==> src/include/pdc_pkg.sv <==
// shared constants and types for the peripheral dma channel
package pdc_pkg;
  // register byte offsets
  localparam logic [11:0] OFS_RX_PTR = 12'h100;
  localparam logic [11:0] OFS_RX_CNT = 12'h104;
  localparam logic [11:0] OFS_TX_PTR = 12'h108;
  localparam logic [11:0] OFS_TX_CNT = 12'h10c;
  localparam logic [11:0] OFS_RX_NPTR = 12'h110;
  localparam logic [11:0] OFS_RX_NCNT = 12'h114;
  localparam logic [11:0] OFS_TX_NPTR = 12'h118;
  localparam logic [11:0] OFS_TX_NCNT = 12'h11c;
  localparam logic [11:0] OFS_CTRL = 12'h120;
  localparam logic [11:0] OFS_STAT = 12'h124;
  // control and status bit positions
  localparam int BIT_RX_EN = 0;
  localparam int BIT_RX_DIS = 1;
  localparam int BIT_TX_EN = 8;
  localparam int BIT_TX_DIS = 9;
  // counter and pointer widths, reset values
  localparam int CNT_W = 16;
  localparam int PTR_W = 32;
  localparam logic [31:0] RST_PTR = 32'h0000_0000;
  localparam logic [15:0] RST_CNT = 16'h0000;
  // unit size codes and pointer increments
  localparam logic [1:0] SIZE_BYTE = 2'h0;
  localparam logic [1:0] SIZE_HALF = 2'h1;
  localparam logic [1:0] SIZE_WORD = 2'h2;
  localparam logic [31:0] INC_BYTE = 32'h0000_0001;
  localparam logic [31:0] INC_HALF = 32'h0000_0002;
  localparam logic [31:0] INC_WORD = 32'h0000_0004;
  // memory request carried to the bus matrix
  typedef struct packed {
    logic req;
    logic we;
    logic [1:0] size;
    logic [31:0] addr;
    logic [31:0] wdata;
  } pdc_mem_req_type;
  // transfer engine states
  typedef enum logic [1:0] {
    ST_IDLE,
    ST_RX_MEM,
    ST_TX_MEM
  } pdc_state_type;
endpackage

==> src/logic/pdc_chan.sv <==
// one dma channel: current and following address and size
`timescale 1ns/1ps
module pdc_chan (
  // clock and reset
  input wire logic clk_i,
  input wire logic rst_i,
  // software writes
  input wire logic wr_cur_ptr_i,
  input wire logic wr_cur_cnt_i,
  input wire logic wr_nxt_ptr_i,
  input wire logic wr_nxt_cnt_i,
  input wire logic [31:0] wr_val_i,
  // one unit moved
  input wire logic step_i,
  input wire logic [31:0] inc_i,
  // state
  output logic [31:0] cur_ptr_o,
  output logic [15:0] cur_cnt_o,
  output logic [31:0] nxt_ptr_o,
  output logic [15:0] nxt_cnt_o
);
  logic [31:0] cur_ptr_r, cur_ptr_nxt, nxt_ptr_r, nxt_ptr_nxt;
  logic [15:0] cur_cnt_r, cur_cnt_nxt, nxt_cnt_r, nxt_cnt_nxt;

  // advance, reload from the following pair, then software writes win
  always_comb begin
    cur_ptr_nxt = cur_ptr_r;
    cur_cnt_nxt = cur_cnt_r;
    nxt_ptr_nxt = nxt_ptr_r;
    nxt_cnt_nxt = nxt_cnt_r;
    if (step_i && cur_cnt_r != pdc_pkg::RST_CNT) begin
      cur_ptr_nxt = cur_ptr_r + inc_i;
      cur_cnt_nxt = cur_cnt_r - 16'h0001;
    end
    if (cur_cnt_nxt == pdc_pkg::RST_CNT && nxt_cnt_r != pdc_pkg::RST_CNT) begin
      cur_ptr_nxt = nxt_ptr_r;
      cur_cnt_nxt = nxt_cnt_r;
      nxt_ptr_nxt = pdc_pkg::RST_PTR;
      nxt_cnt_nxt = pdc_pkg::RST_CNT;
    end
    if (wr_cur_ptr_i) cur_ptr_nxt = wr_val_i;
    if (wr_cur_cnt_i) cur_cnt_nxt = wr_val_i[15:0];
    if (wr_nxt_ptr_i) nxt_ptr_nxt = wr_val_i;
    if (wr_nxt_cnt_i) nxt_cnt_nxt = wr_val_i[15:0];
  end

  // state registers
  always_ff @(posedge clk_i) begin
    if (rst_i) begin
      cur_ptr_r <= pdc_pkg::RST_PTR;
      cur_cnt_r <= pdc_pkg::RST_CNT;
      nxt_ptr_r <= pdc_pkg::RST_PTR;
      nxt_cnt_r <= pdc_pkg::RST_CNT;
    end else begin
      cur_ptr_r <= cur_ptr_nxt;
      cur_cnt_r <= cur_cnt_nxt;
      nxt_ptr_r <= nxt_ptr_nxt;
      nxt_cnt_r <= nxt_cnt_nxt;
    end
  end

  assign cur_ptr_o = cur_ptr_r;
  assign cur_cnt_o = cur_cnt_r;
  assign nxt_ptr_o = nxt_ptr_r;
  assign nxt_cnt_o = nxt_cnt_r;
endmodule // pdc_chan

==> src/logic/pdc_top.sv <==
// peripheral dma channel pair with wishbone register access
`timescale 1ns/1ps
// Overview of operation
// - half duplex shares one current address
// - zero transmit size moves no data
// - nonzero size starts transfers when enabled
// - receive following address register
// - receive following 16-bit size register
// - transmit following address register
// - transmit following 16-bit size register
// - half duplex shares one current size
// - half duplex shares one following address
// - half duplex shares one following size
// - bit 0 enables receive, zero ignored
// - bit 1 disables receive, wins over enable
// - bit 8 enables transmit requests
// - bit 9 disables transmit requests
// - half duplex receive enable stops transmit
// - half duplex transmit enable needs no receive
// - half duplex receive disable stops transmit
// - half duplex transmit disable stops receive
// - status shows enables in bits 0, 8
// - empty current reloads from following pair
// - address advances by 1, 2, 4
// - done and all-buffers flags from sizes
module pdc_top #(
  parameter bit HALF_DUPLEX = 1'b0
) (
  // clock and reset
  input wire logic clk_i,
  input wire logic rst_i,
  // wishbone slave
  input wire logic wb_cyc_i,
  input wire logic wb_stb_i,
  input wire logic wb_we_i,
  input wire logic [11:0] wb_adr_i,
  input wire logic [3:0] wb_sel_i,
  input wire logic [31:0] wb_dat_i,
  output logic [31:0] wb_dat_o,
  output logic wb_ack_o,
  // peripheral receive side
  input wire logic rx_ready_i,
  input wire logic [31:0] rx_data_i,
  output logic rx_take_o,
  // peripheral transmit side
  input wire logic tx_ready_i,
  output logic [31:0] tx_data_o,
  output logic tx_write_o,
  // unit size of the peripheral
  input wire logic [1:0] unit_size_i,
  // memory master
  output pdc_pkg::pdc_mem_req_type mem_o,
  input wire logic mem_ack_i,
  input wire logic [31:0] mem_rdata_i,
  // flags to the peripheral
  output logic rx_current_done_o,
  output logic rx_all_buffers_full_o,
  output logic tx_current_done_o,
  output logic tx_all_buffers_empty_o
);
  localparam int NCH = HALF_DUPLEX ? 1 : 2;
  localparam int TX_CH = HALF_DUPLEX ? 0 : 1;

  logic [31:0] cur_ptr [2];
  logic [15:0] cur_cnt [2];
  logic [31:0] nxt_ptr [2];
  logic [15:0] nxt_cnt [2];
  logic [1:0] wr_cp, wr_cc, wr_np, wr_nc, step;
  logic [31:0] rd_val, wr_val, inc;
  logic wr_go, rd_go;

  logic ack_r, ack_nxt;
  logic [31:0] dat_r, dat_nxt;
  logic rx_en_r, rx_en_nxt, tx_en_r, tx_en_nxt;
  pdc_pkg::pdc_state_type st_r, st_nxt;
  pdc_pkg::pdc_mem_req_type mem_r, mem_nxt;
  logic rx_take_r, rx_take_nxt, tx_write_r, tx_write_nxt;
  logic [31:0] tx_data_r, tx_data_nxt;
  logic rx_step, tx_step;
  logic rxd_r, rxd_nxt, rxf_r, rxf_nxt, txd_r, txd_nxt, txe_r, txe_nxt;

  // byte lane merge for partial writes
  function automatic logic [31:0] lane_merge(input logic [31:0] old_v,
                                             input logic [31:0] new_v,
                                             input logic [3:0] sel);
    logic [31:0] r;
    r = old_v;
    for (int b = 0; b < 4; b++) begin
      if (sel[b]) r[b*8 +: 8] = new_v[b*8 +: 8];
    end
    return r;
  endfunction

  // one access per classic cycle, ack gap keeps it single
  assign wr_go = wb_cyc_i && wb_stb_i && wb_we_i && !ack_r;
  assign rd_go = wb_cyc_i && wb_stb_i && !wb_we_i && !ack_r;

  // register read view; half duplex aliases both names to one channel
  always_comb begin
    rd_val = 32'h0000_0000;
    case (wb_adr_i)
      pdc_pkg::OFS_RX_PTR: rd_val = cur_ptr[0];
      pdc_pkg::OFS_RX_CNT: rd_val = {16'h0000, cur_cnt[0]};
      pdc_pkg::OFS_TX_PTR: rd_val = cur_ptr[TX_CH];
      pdc_pkg::OFS_TX_CNT: rd_val = {16'h0000, cur_cnt[TX_CH]};
      pdc_pkg::OFS_RX_NPTR: rd_val = nxt_ptr[0];
      pdc_pkg::OFS_RX_NCNT: rd_val = {16'h0000, nxt_cnt[0]};
      pdc_pkg::OFS_TX_NPTR: rd_val = nxt_ptr[TX_CH];
      pdc_pkg::OFS_TX_NCNT: rd_val = {16'h0000, nxt_cnt[TX_CH]};
      pdc_pkg::OFS_STAT: begin
        rd_val[pdc_pkg::BIT_RX_EN] = rx_en_r;
        rd_val[pdc_pkg::BIT_TX_EN] = tx_en_r;
      end
      default: rd_val = 32'h0000_0000;
    endcase
  end

  assign wr_val = lane_merge(rd_val, wb_dat_i, wb_sel_i);

  // write strobes per channel
  always_comb begin
    wr_cp = 2'h0;
    wr_cc = 2'h0;
    wr_np = 2'h0;
    wr_nc = 2'h0;
    if (wr_go) begin
      case (wb_adr_i)
        pdc_pkg::OFS_RX_PTR: wr_cp[0] = 1'b1;
        pdc_pkg::OFS_RX_CNT: wr_cc[0] = 1'b1;
        pdc_pkg::OFS_TX_PTR: wr_cp[TX_CH] = 1'b1;
        pdc_pkg::OFS_TX_CNT: wr_cc[TX_CH] = 1'b1;
        pdc_pkg::OFS_RX_NPTR: wr_np[0] = 1'b1;
        pdc_pkg::OFS_RX_NCNT: wr_nc[0] = 1'b1;
        pdc_pkg::OFS_TX_NPTR: wr_np[TX_CH] = 1'b1;
        pdc_pkg::OFS_TX_NCNT: wr_nc[TX_CH] = 1'b1;
        default: wr_cp = 2'h0;
      endcase
    end
  end

  // wishbone answer, one cycle after the request
  always_comb begin
    ack_nxt = 1'b0;
    dat_nxt = dat_r;
    if (wr_go || rd_go) begin
      ack_nxt = 1'b1;
      dat_nxt = rd_go ? rd_val : 32'h0000_0000;
    end
  end

  always_ff @(posedge clk_i) begin
    if (rst_i) begin
      ack_r <= 1'b0;
      dat_r <= 32'h0000_0000;
    end else begin
      ack_r <= ack_nxt;
      dat_r <= dat_nxt;
    end
  end

  // channel request enables from the control register
  always_comb begin
    logic en_rx, dis_rx, en_tx, dis_tx;
    en_rx = 1'b0;
    dis_rx = 1'b0;
    en_tx = 1'b0;
    dis_tx = 1'b0;
    rx_en_nxt = rx_en_r;
    tx_en_nxt = tx_en_r;
    if (wr_go && wb_adr_i == pdc_pkg::OFS_CTRL) begin
      en_rx = wr_val[pdc_pkg::BIT_RX_EN];
      dis_rx = wr_val[pdc_pkg::BIT_RX_DIS];
      en_tx = wr_val[pdc_pkg::BIT_TX_EN];
      dis_tx = wr_val[pdc_pkg::BIT_TX_DIS];
    end
    if (HALF_DUPLEX) begin
      if (dis_rx || dis_tx) begin
        rx_en_nxt = 1'b0;
        tx_en_nxt = 1'b0;
      end else if (en_rx) begin
        rx_en_nxt = 1'b1;
        tx_en_nxt = 1'b0;
      end else if (en_tx) begin
        tx_en_nxt = 1'b1;
        rx_en_nxt = 1'b0;
      end
    end else begin
      if (dis_rx) rx_en_nxt = 1'b0;
      else if (en_rx) rx_en_nxt = 1'b1;
      if (dis_tx) tx_en_nxt = 1'b0;
      else if (en_tx) tx_en_nxt = 1'b1;
    end
  end

  always_ff @(posedge clk_i) begin
    if (rst_i) begin
      rx_en_r <= 1'b0;
      tx_en_r <= 1'b0;
    end else begin
      rx_en_r <= rx_en_nxt;
      tx_en_r <= tx_en_nxt;
    end
  end

  // pointer increment for the unit size
  always_comb begin
    case (unit_size_i)
      pdc_pkg::SIZE_BYTE: inc = pdc_pkg::INC_BYTE;
      pdc_pkg::SIZE_HALF: inc = pdc_pkg::INC_HALF;
      pdc_pkg::SIZE_WORD: inc = pdc_pkg::INC_WORD;
      default: inc = pdc_pkg::INC_WORD;
    endcase
  end

  // step strobes, shared channel in half duplex
  always_comb begin
    step = 2'h0;
    step[0] = rx_step;
    step[TX_CH] = step[TX_CH] | tx_step;
  end

  // channel storage
  for (genvar c = 0; c < 2; c++) begin : g_ch
    if (c < NCH) begin : g_on
      pdc_chan u_chan (
        .clk_i(clk_i),
        .rst_i(rst_i),
        .wr_cur_ptr_i(wr_cp[c]),
        .wr_cur_cnt_i(wr_cc[c]),
        .wr_nxt_ptr_i(wr_np[c]),
        .wr_nxt_cnt_i(wr_nc[c]),
        .wr_val_i(wr_val),
        .step_i(step[c]),
        .inc_i(inc),
        .cur_ptr_o(cur_ptr[c]),
        .cur_cnt_o(cur_cnt[c]),
        .nxt_ptr_o(nxt_ptr[c]),
        .nxt_cnt_o(nxt_cnt[c])
      );
    end else begin : g_off
      assign cur_ptr[c] = pdc_pkg::RST_PTR;
      assign cur_cnt[c] = pdc_pkg::RST_CNT;
      assign nxt_ptr[c] = pdc_pkg::RST_PTR;
      assign nxt_cnt[c] = pdc_pkg::RST_CNT;
    end
  end

  // transfer engine: receive before transmit, one unit at a time
  always_comb begin
    st_nxt = st_r;
    mem_nxt = mem_r;
    rx_take_nxt = 1'b0;
    tx_write_nxt = 1'b0;
    tx_data_nxt = tx_data_r;
    rx_step = 1'b0;
    tx_step = 1'b0;
    case (st_r)
      pdc_pkg::ST_IDLE: begin
        if (rx_en_r && rx_ready_i && cur_cnt[0] != pdc_pkg::RST_CNT) begin
          mem_nxt.req = 1'b1;
          mem_nxt.we = 1'b1;
          mem_nxt.size = unit_size_i;
          mem_nxt.addr = cur_ptr[0];
          mem_nxt.wdata = rx_data_i;
          rx_take_nxt = 1'b1;
          st_nxt = pdc_pkg::ST_RX_MEM;
        end else if (tx_en_r && tx_ready_i &&
                     cur_cnt[TX_CH] != pdc_pkg::RST_CNT) begin
          mem_nxt.req = 1'b1;
          mem_nxt.we = 1'b0;
          mem_nxt.size = unit_size_i;
          mem_nxt.addr = cur_ptr[TX_CH];
          mem_nxt.wdata = 32'h0000_0000;
          st_nxt = pdc_pkg::ST_TX_MEM;
        end
      end
      pdc_pkg::ST_RX_MEM: begin
        if (mem_ack_i) begin
          mem_nxt.req = 1'b0;
          rx_step = 1'b1;
          st_nxt = pdc_pkg::ST_IDLE;
        end
      end
      pdc_pkg::ST_TX_MEM: begin
        if (mem_ack_i) begin
          mem_nxt.req = 1'b0;
          tx_data_nxt = mem_rdata_i;
          tx_write_nxt = 1'b1;
          tx_step = 1'b1;
          st_nxt = pdc_pkg::ST_IDLE;
        end
      end
      default: st_nxt = pdc_pkg::ST_IDLE;
    endcase
  end

  always_ff @(posedge clk_i) begin
    if (rst_i) begin
      st_r <= pdc_pkg::ST_IDLE;
      mem_r <= '0;
      rx_take_r <= 1'b0;
      tx_write_r <= 1'b0;
      tx_data_r <= 32'h0000_0000;
    end else begin
      st_r <= st_nxt;
      mem_r <= mem_nxt;
      rx_take_r <= rx_take_nxt;
      tx_write_r <= tx_write_nxt;
      tx_data_r <= tx_data_nxt;
    end
  end

  // end and buffer flags follow the size registers
  always_comb begin
    rxd_nxt = cur_cnt[0] == pdc_pkg::RST_CNT;
    rxf_nxt = rxd_nxt && nxt_cnt[0] == pdc_pkg::RST_CNT;
    txd_nxt = cur_cnt[TX_CH] == pdc_pkg::RST_CNT;
    txe_nxt = txd_nxt && nxt_cnt[TX_CH] == pdc_pkg::RST_CNT;
  end

  always_ff @(posedge clk_i) begin
    if (rst_i) begin
      rxd_r <= 1'b1;
      rxf_r <= 1'b1;
      txd_r <= 1'b1;
      txe_r <= 1'b1;
    end else begin
      rxd_r <= rxd_nxt;
      rxf_r <= rxf_nxt;
      txd_r <= txd_nxt;
      txe_r <= txe_nxt;
    end
  end

  // outputs
  assign wb_ack_o = ack_r;
  assign wb_dat_o = dat_r;
  assign mem_o = mem_r;
  assign rx_take_o = rx_take_r;
  assign tx_write_o = tx_write_r;
  assign tx_data_o = tx_data_r;
  assign rx_current_done_o = rxd_r;
  assign rx_all_buffers_full_o = rxf_r;
  assign tx_current_done_o = txd_r;
  assign tx_all_buffers_empty_o = txe_r;
endmodule // pdc_top

==> config.mk <==
export PLATFORM = sky130hd
export DESIGN_NAME = pdc_top
export DESIGN_NICKNAME = d
export VERILOG_FILES = /design/src/include/pdc_pkg.sv /design/src/logic/pdc_chan.sv /design/src/logic/pdc_top.sv
export SDC_FILE = /design/constraint.sdc
export NUM_CORES = 1
export LEC_CHECK = 0
export ABC_CLOCK_PERIOD_IN_PS = 4000
export BUFFER_PORTS_ARGS = -buffer_cell sky130_fd_sc_hd__buf_2
export CORE_UTILIZATION = 40
export CTS_CLUSTER_SIZE = 8
export DETAILED_ROUTE_END_ITERATION = 6
export GPL_ROUTABILITY_DRIVEN = 0
export SYNTH_ARGS = -nofsm -noshare
export SYNTH_HDL_FRONTEND = slang
export SYNTH_SLANG_ARGS = --single-unit
==> constraint.sdc <==
create_clock -name clk_i -period 4 [get_ports clk_i]
set_clock_uncertainty 0.1 [all_clocks]
set_input_delay 0.4 -clock clk_i [delete_from_list [all_inputs] [get_ports clk_i]]
set_output_delay 0.4 -clock clk_i [all_outputs]
set_load 0.005 [all_outputs]
==> results.yml, run 1 <==
status:
  status: "finished, violations left"
  violations: "DRC"
final_layout:
  layoutNonFillerInstCount: 2944
  area_growth_pct: 22.7
  drive_gt1_share_pct: 19.1
  final_nets: 2539
floorplan:
  die_h_um: 210
  core_um2: 42200
  pin_count: 261
  initial_core_util_pct: 40.8
  die_x_um: 210
  die_area_um2: 44000
  rows: 75
yosys:
  syn_area_um2: 17200
  synth_area_leaders: "dfxtp_1 39%, nand2_1 5.4%, mux2i_1 5.1%"
  synth_compound_area_share_pct: 21.3
  yosys-top-cells-count: "335 x dfxtp_1, 248 x nand2_1, 232 x nor2_1, 143 x a21oi_1, 141 x clkbuf_1"
  synthXorXnorAreaFrac_pct: 3.66
  synthArstFlopShare_pct: 0
  synth_top_flop_cell: "dfxtp_1"
  yosysTopAreaCellShare_pct: 38.9
  synthDistinctLibCells: 76
  synth_cells: 2125
  synth_top_family_by_area: "simple AND/OR/NAND/NOR gates"
  synth_seq_area_share_pct: 38.9
  ys_warn_count: 0
  syn_avg_cell_area_um2: 8.12
  syn_nets: 2262
  synth-adder-area-share_pct: 1.18
  synthMuxAreaShare_pct: 7.26
  yosysTopAreaCell: "dfxtp_1"
  yosysMostFrequentCell: "dfxtp_1"
  synth_seq_cells: 335
  synth_edf_count: 0
  synth_simple_gate_area_share_pct: 23.0
hold_path:
  hold_path_depth: 3
  hold_class: "in2reg"
global_routing:
  grt_max_degree: 121
  grt-ovfl-total: 0
  track_usage_pct: 31.7
  grt_first_pass_wirelength_um: 107000
  grt_pass1_vias: 17400
  antenna_found_initial: 0
clock_network:
  clock_sinks: 335
  cts.clk_slew.worst_paths_ns: 0.05
  cts_tree: "yes"
  clkLatencyLatePin_ns: 0.58
  clockBufferDepth: 3
  ctsHtreeMaxLevel: 2
  numCtsBuffers: 47
  root_buffer: "clkbuf_16"
timing:
  finalWorstSetupSlack_ns: 0.271
  slew_headroom_pct: 16.9
  worstMarginPinSlew_ns: 1.21
  max_freq_ghz: 0.268
  rsz0062_at_grt: "no"
  setup_tns_ns: 0
  fin_crit_sh_pct: 93.2
  fin_worst_hold_slack_ns: 0.0482
  setup_viol: 0
  layout_min_cycle_time_ns: 3.73
  maxSlewViolCount: 0
  finalHoldViolCount: 0
pwr:
  worst_ir_drop_vdd_uv: 375
  p_total_uw: 7290
  p_leak_uw: 0.00816
  p_per_area_nw_per_um2: 344
detailed_routing:
  drtIter0Drc: 2640
  drc: 5
  drt_pass1_iterations: 7
  num_vias: 18500
  met1Wirelength_um: 27900
  dr_wl_met3_um: 7160
  viasPerCell: 6.27
  ant_nets: 0
  wl_per_cell_um: 24.4
  wirelength_um: 71800
  met2_length_um: 33100
  maxUsedRoutingLayer: "met4"
placement:
  place_hpwl_um: 50200
  numPortBuffers: 260
  dp.cells: 2828
  place_ws_ns: 0.357
setup_path:
  cp-start-kind: "flop"
  cp-end-kind: "flop"
  rr_worst_depth: 13
  required_ns: 4.34
  cp_data_arrival_time_ns: 4.07
  worstPathMaxFanout: 72
  criticalPathCategory: "reg2reg"
flow_run:
  maxCapViolations: 0
==> cell type report <==
class                   instances  area, um^2
diodes                          1        2.50
flip-flops and latches        335        6710
well taps                     539         674
repair buffers                406        2640
clock buffers                  48        1180
multi-input cells            1582        9800
fillers                      4086       21100
inverters                      30         113
clock inverters                 3        48.8
==> per-stage QoR <==
stage               utilization (%)  instance area (um^2)
floorplan                         -                 17200
global placement               45.7                 19300
finish                         50.1                 21200
global route                   50.1                 21200
detailed placement             45.7                 19300
CTS                            50.1                 21200
==> power breakdown <==
| part | internal [uW] | switching [uW] | leakage (uW) |
|---|---|---|---|
| clock network | 2080 | 1480 | 0.000604 |
| registers | 3340 | 0.428 | 0.00270 |
| logic | 139 | 245 | 0.00486 |
==> per-layer routing <==
layer,GRT usage (%),vias to the layer above
met5,0,-
met4,15.4,0
met3,6.61,238
met2,51.4,1125
met1,40.1,8809
li1,-,8287
==> path summary, 6_finish.rpt <==
check / startpoint / endpoint / slack, ns
hold / removal: unit_size_i[0] / mem_o[64]$_SDFFE_PP0P_ / 0.05
hold reg to reg: tx_data_o[15]$_SDFFE_PP0P_ / tx_data_o[15]$_SDFFE_PP0P_ / 0.35
setup reg to reg: st_r[1]$_SDFFE_PP0P_ / g_ch[0].g_on.u_chan.cur_ptr_o[17]$_SDFFE_PP0P_ / 0.27
setup / recovery: st_r[1]$_SDFFE_PP0P_ / g_ch[0].g_on.u_chan.cur_ptr_o[17]$_SDFFE_PP0P_ / 0.27
==> worst max-delay path, stage by stage (launching register included) <==
cell and delay, ns:
dfxtp_1 0.32, inv_1 0.08, ha_1 0.34, nand4bb_1 0.24, or2_0 0.36, o41ai_1 0.50, nand3_1 0.19, nor4_2 0.26
buf_4 0.33, nand2_2 0.11, buf_12 0.23, nand2_1 0.09, buf_4 0.26, o221ai_1 0.17
==> flip-flops by register name (all words and copies together), names as in the netlist, 2 cells and up <==
register,cells
st_r,2
tx_data_o,32
wb_dat_o,32
g_ch.g_on.u_chan.cur_cnt_o,32
g_ch.g_on.u_chan.nxt_cnt_o,32
g_ch.g_on.u_chan.nxt_ptr_o,64
mem_o,68
g_ch.g_on.u_chan.cur_ptr_o,64
==> placed cells by master (no fill, tap or decap), types with 8 or more instances in the layout <==
| master | count |
|---|---|
| a211oi_1 | 60 |
| a21oi_1 | 143 |
| a221o_1 | 19 |
| a22o_1 | 35 |
| a22oi_1 | 57 |
| a31oi_1 | 70 |
| and2_1 | 15 |
| and3_1 | 34 |
| and4_1 | 14 |
| buf_2 | 259 |
| buf_4 | 76 |
| clkbuf_16 | 47 |
| dfxtp_1 | 335 |
| dlygate4sd3_1 | 64 |
| ha_1 | 13 |
| inv_1 | 29 |
| mux2_2 | 29 |
| mux2i_1 | 88 |
| nand2_1 | 247 |
| nand2b_1 | 15 |
| nand3_1 | 98 |
| nand4_1 | 25 |
| nor2_1 | 230 |
| nor2b_1 | 9 |
| nor3_1 | 27 |
| nor4_1 | 34 |
| o211ai_1 | 22 |
| o21ai_0 | 76 |
| o221ai_1 | 8 |
| or3_1 | 10 |
| or4_1 | 11 |
| xnor2_1 | 38 |
| xor2_1 | 34 |
==> cells by family (layout without fill, tap and decap cells) <==
| kind of cell | Yosys count | count (layout) |
|---|---|---|
| multiplexers | 119 | 119 |
| flip-flops | 335 | 335 |
| other | 0 | 1 |
| adder cells (fa/ha/maj) | 15 | 15 |
| XOR/XNOR | 72 | 72 |
| AND/OR/NAND/NOR | 822 | 822 |
| AO/OA/AOI/OAI | 554 | 554 |
| buffers and inverters | 208 | 487 |
==> repair_timing <==
item | in CTS | in global routing
endpoints found under the setup margin | 0 | 2
hold buffers | 64 | 0
endpoints found under the hold margin | 64 | 0
resized for setup | 0 | 1
buffers inserted | 0 | 0
(Power assumes the default switching activity.)
==> run 2: changes to the inputs <==
--- a/config.mk
+++ b/config.mk
@@ -5,7 +5,7 @@
 export SDC_FILE = /design/constraint.sdc
 export NUM_CORES = 1
 export LEC_CHECK = 0
-export ABC_CLOCK_PERIOD_IN_PS = 4000
+export ABC_CLOCK_PERIOD_IN_PS = 3600
 export BUFFER_PORTS_ARGS = -buffer_cell sky130_fd_sc_hd__buf_2
 export CORE_UTILIZATION = 40
 export CTS_CLUSTER_SIZE = 8
==> constraint.sdc (replaced) <==
create_clock -name clk_i -period 3.6 [get_ports clk_i]
set_clock_uncertainty 0.1 [all_clocks]
set_input_delay 0.36 -clock clk_i [delete_from_list [all_inputs] [get_ports clk_i]]
set_output_delay 0.36 -clock clk_i [all_outputs]
set_load 0.005 [all_outputs]
==> results.yml, run 2 (synthesis results as in run 1) <==
setup_path:
  cp-start-kind: "flop"
  criticalPathCategory: "reg2reg"
  cp_data_arrival_time_ns: 3.91
  cp-end-kind: "flop"
  worstPathMaxFanout: 40
  required_ns: 3.99
clock_network:
  cts.clk_slew.worst_paths_ns: 0.06
  cts_tree: "yes"
  clock_sinks: 335
  clkLatencyLatePin_ns: 0.57
  numCtsBuffers: 47
  clockBufferDepth: 3
  root_buffer: "clkbuf_16"
  post-cts-setup-buffer-count: 0
  ctsHtreeMaxLevel: 2
floorplan:
  die_area_um2: 44000
  die_x_um: 210
  die_h_um: 210
  pin_count: 261
  initial_core_util_pct: 40.8
  core_um2: 42200
  rows: 75
timing:
  max_freq_ghz: 0.284
  rsz0062_at_grt: "no"
  finalWorstSetupSlack_ns: 0.0819
  worstMarginPinSlew_ns: 1.23
  setup_viol: 0
  slew_headroom_pct: 15.8
  setup_tns_ns: 0
  layout_min_cycle_time_ns: 3.52
  fin_crit_sh_pct: 97.7
  maxSlewViolCount: 0
  finalHoldViolCount: 0
pwr:
  p_total_uw: 8090
  p_per_area_nw_per_um2: 377
  worst_ir_drop_vdd_uv: 333
  comb_power_share_pct: 5.4
  net-switching-power_uw: 1920
  switching_share_pct: 23.7
  internal_power_uw: 6180
  clockPowerShare_pct: 48.7
  p_leak_uw: 0.00831
  seqPwrFrac_pct: 45.9
placement:
  numPortBuffers: 260
  place_hpwl_um: 50900
  dp.cells: 2851
  place_area_um2: 19600
  place_ws_ns: 0.0724
detailed_routing:
  drt_pass1_iterations: 7
  wirelength_um: 72200
  num_vias: 18500
  drtIter0Drc: 2321
  viasPerCell: 6.23
  ant_nets: 0
  drc: 0
  wl_per_cell_um: 24.3
final_layout:
  layoutNonFillerInstCount: 2967
  final_cell_mix: "335 x dfxtp_1, 259 x buf_2, 247 x nand2_1"
  drive_gt1_share_pct: 20.0
  diodes: 0
  layout_commonest_cell: "dfxtp_1"
  area_growth_pct: 24.4
  largest_reg_flops: 68
  stdcell_area_um2: 21500
  final_nets: 2563
global_routing:
  grt-ovfl-total: 0
  grt_first_pass_wirelength_um: 107000
  grt_pass1_vias: 17600
  grt_max_degree: 98
  antenna_found_initial: 0
  track_usage_pct: 31.7
status:
  status: "completed"
hold_path:
  hold_class: "in2reg"
flow_run:
  maxCapViolations: 0
==> run 2: area by class of cell <==
| cell class | count | area (um^2) |
|---|---|---|
| inverters | 30 | 113 |
| clock buffers | 48 | 1180 |
| multi-input cells | 1582 | 9820 |
| well taps | 539 | 674 |
| fillers | 4016 | 20800 |
| flip-flops and latches | 335 | 6710 |
| repair buffers | 430 | 2910 |
| clock inverters | 3 | 55.1 |
==> run 2: critical path: stages (launching register included) <==
cell	delay (ns)
dfxtp_1	0.37
or4_1	0.64
or4_1	0.61
o31a_1	0.29
a211oi_2	0.31
nand4_4	0.18
buf_12	0.22
nor2_1	0.38
a22oi_1	0.11
o21ai_0	0.20
==> run 2: what timing repair did <==
item | in CTS | in global routing
setup endpoints to repair | 0 | 54
hold endpoints to repair | 65 | 0
gates resized for setup | 0 | 5
hold buffers | 65 | 0
==> run 2: worst paths after layout <==
kind	start	end	slack [ns]	cells after the start
max	g_ch[1].g_on.u_chan.cur_cnt_o[4]$_SDFF_PP0_	g_ch[1].g_on.u_chan.cur_ptr_o[17]$_SDFFE_PP0P_	0.08	9
min	unit_size_i[1]	mem_o[65]$_SDFFE_PP0P_	0.05	3
max reg2reg	g_ch[1].g_on.u_chan.cur_cnt_o[4]$_SDFF_PP0_	g_ch[1].g_on.u_chan.cur_ptr_o[17]$_SDFFE_PP0P_	0.08	9
min reg2reg	tx_data_o[29]$_SDFFE_PP0P_	tx_data_o[29]$_SDFFE_PP0P_	0.35	2
==> run 2: metrics by stage <==
step | utilization [%] | hold WS [ns]
after global placement | 46.3 | 0.338
after global routing | 50.8 | 0.0824
after CTS | 50.8 | 0.0352
after floorplan | - | 0.348
final | 50.8 | 0.0548
after detailed placement | 46.3 | 0.346
==> run 2: metal layers <==
metal	track usage (%)	share of wire, %
met1	39.8	39
met2	50.6	45
met3	5.93	9.3
met4	19.0	6.4
met5	0	0
==> run 2: power groups by stage <==
stage	logic [uW]	clock network, uW	registers (uW)
3_5_place_dp	361	0	3790
4_1_cts	419	3980	3710
2_1_floorplan	172	0	3790
3_3_place_gp	359	0	3790
6_report	434	3940	3720
5_1_grt	449	4130	3710
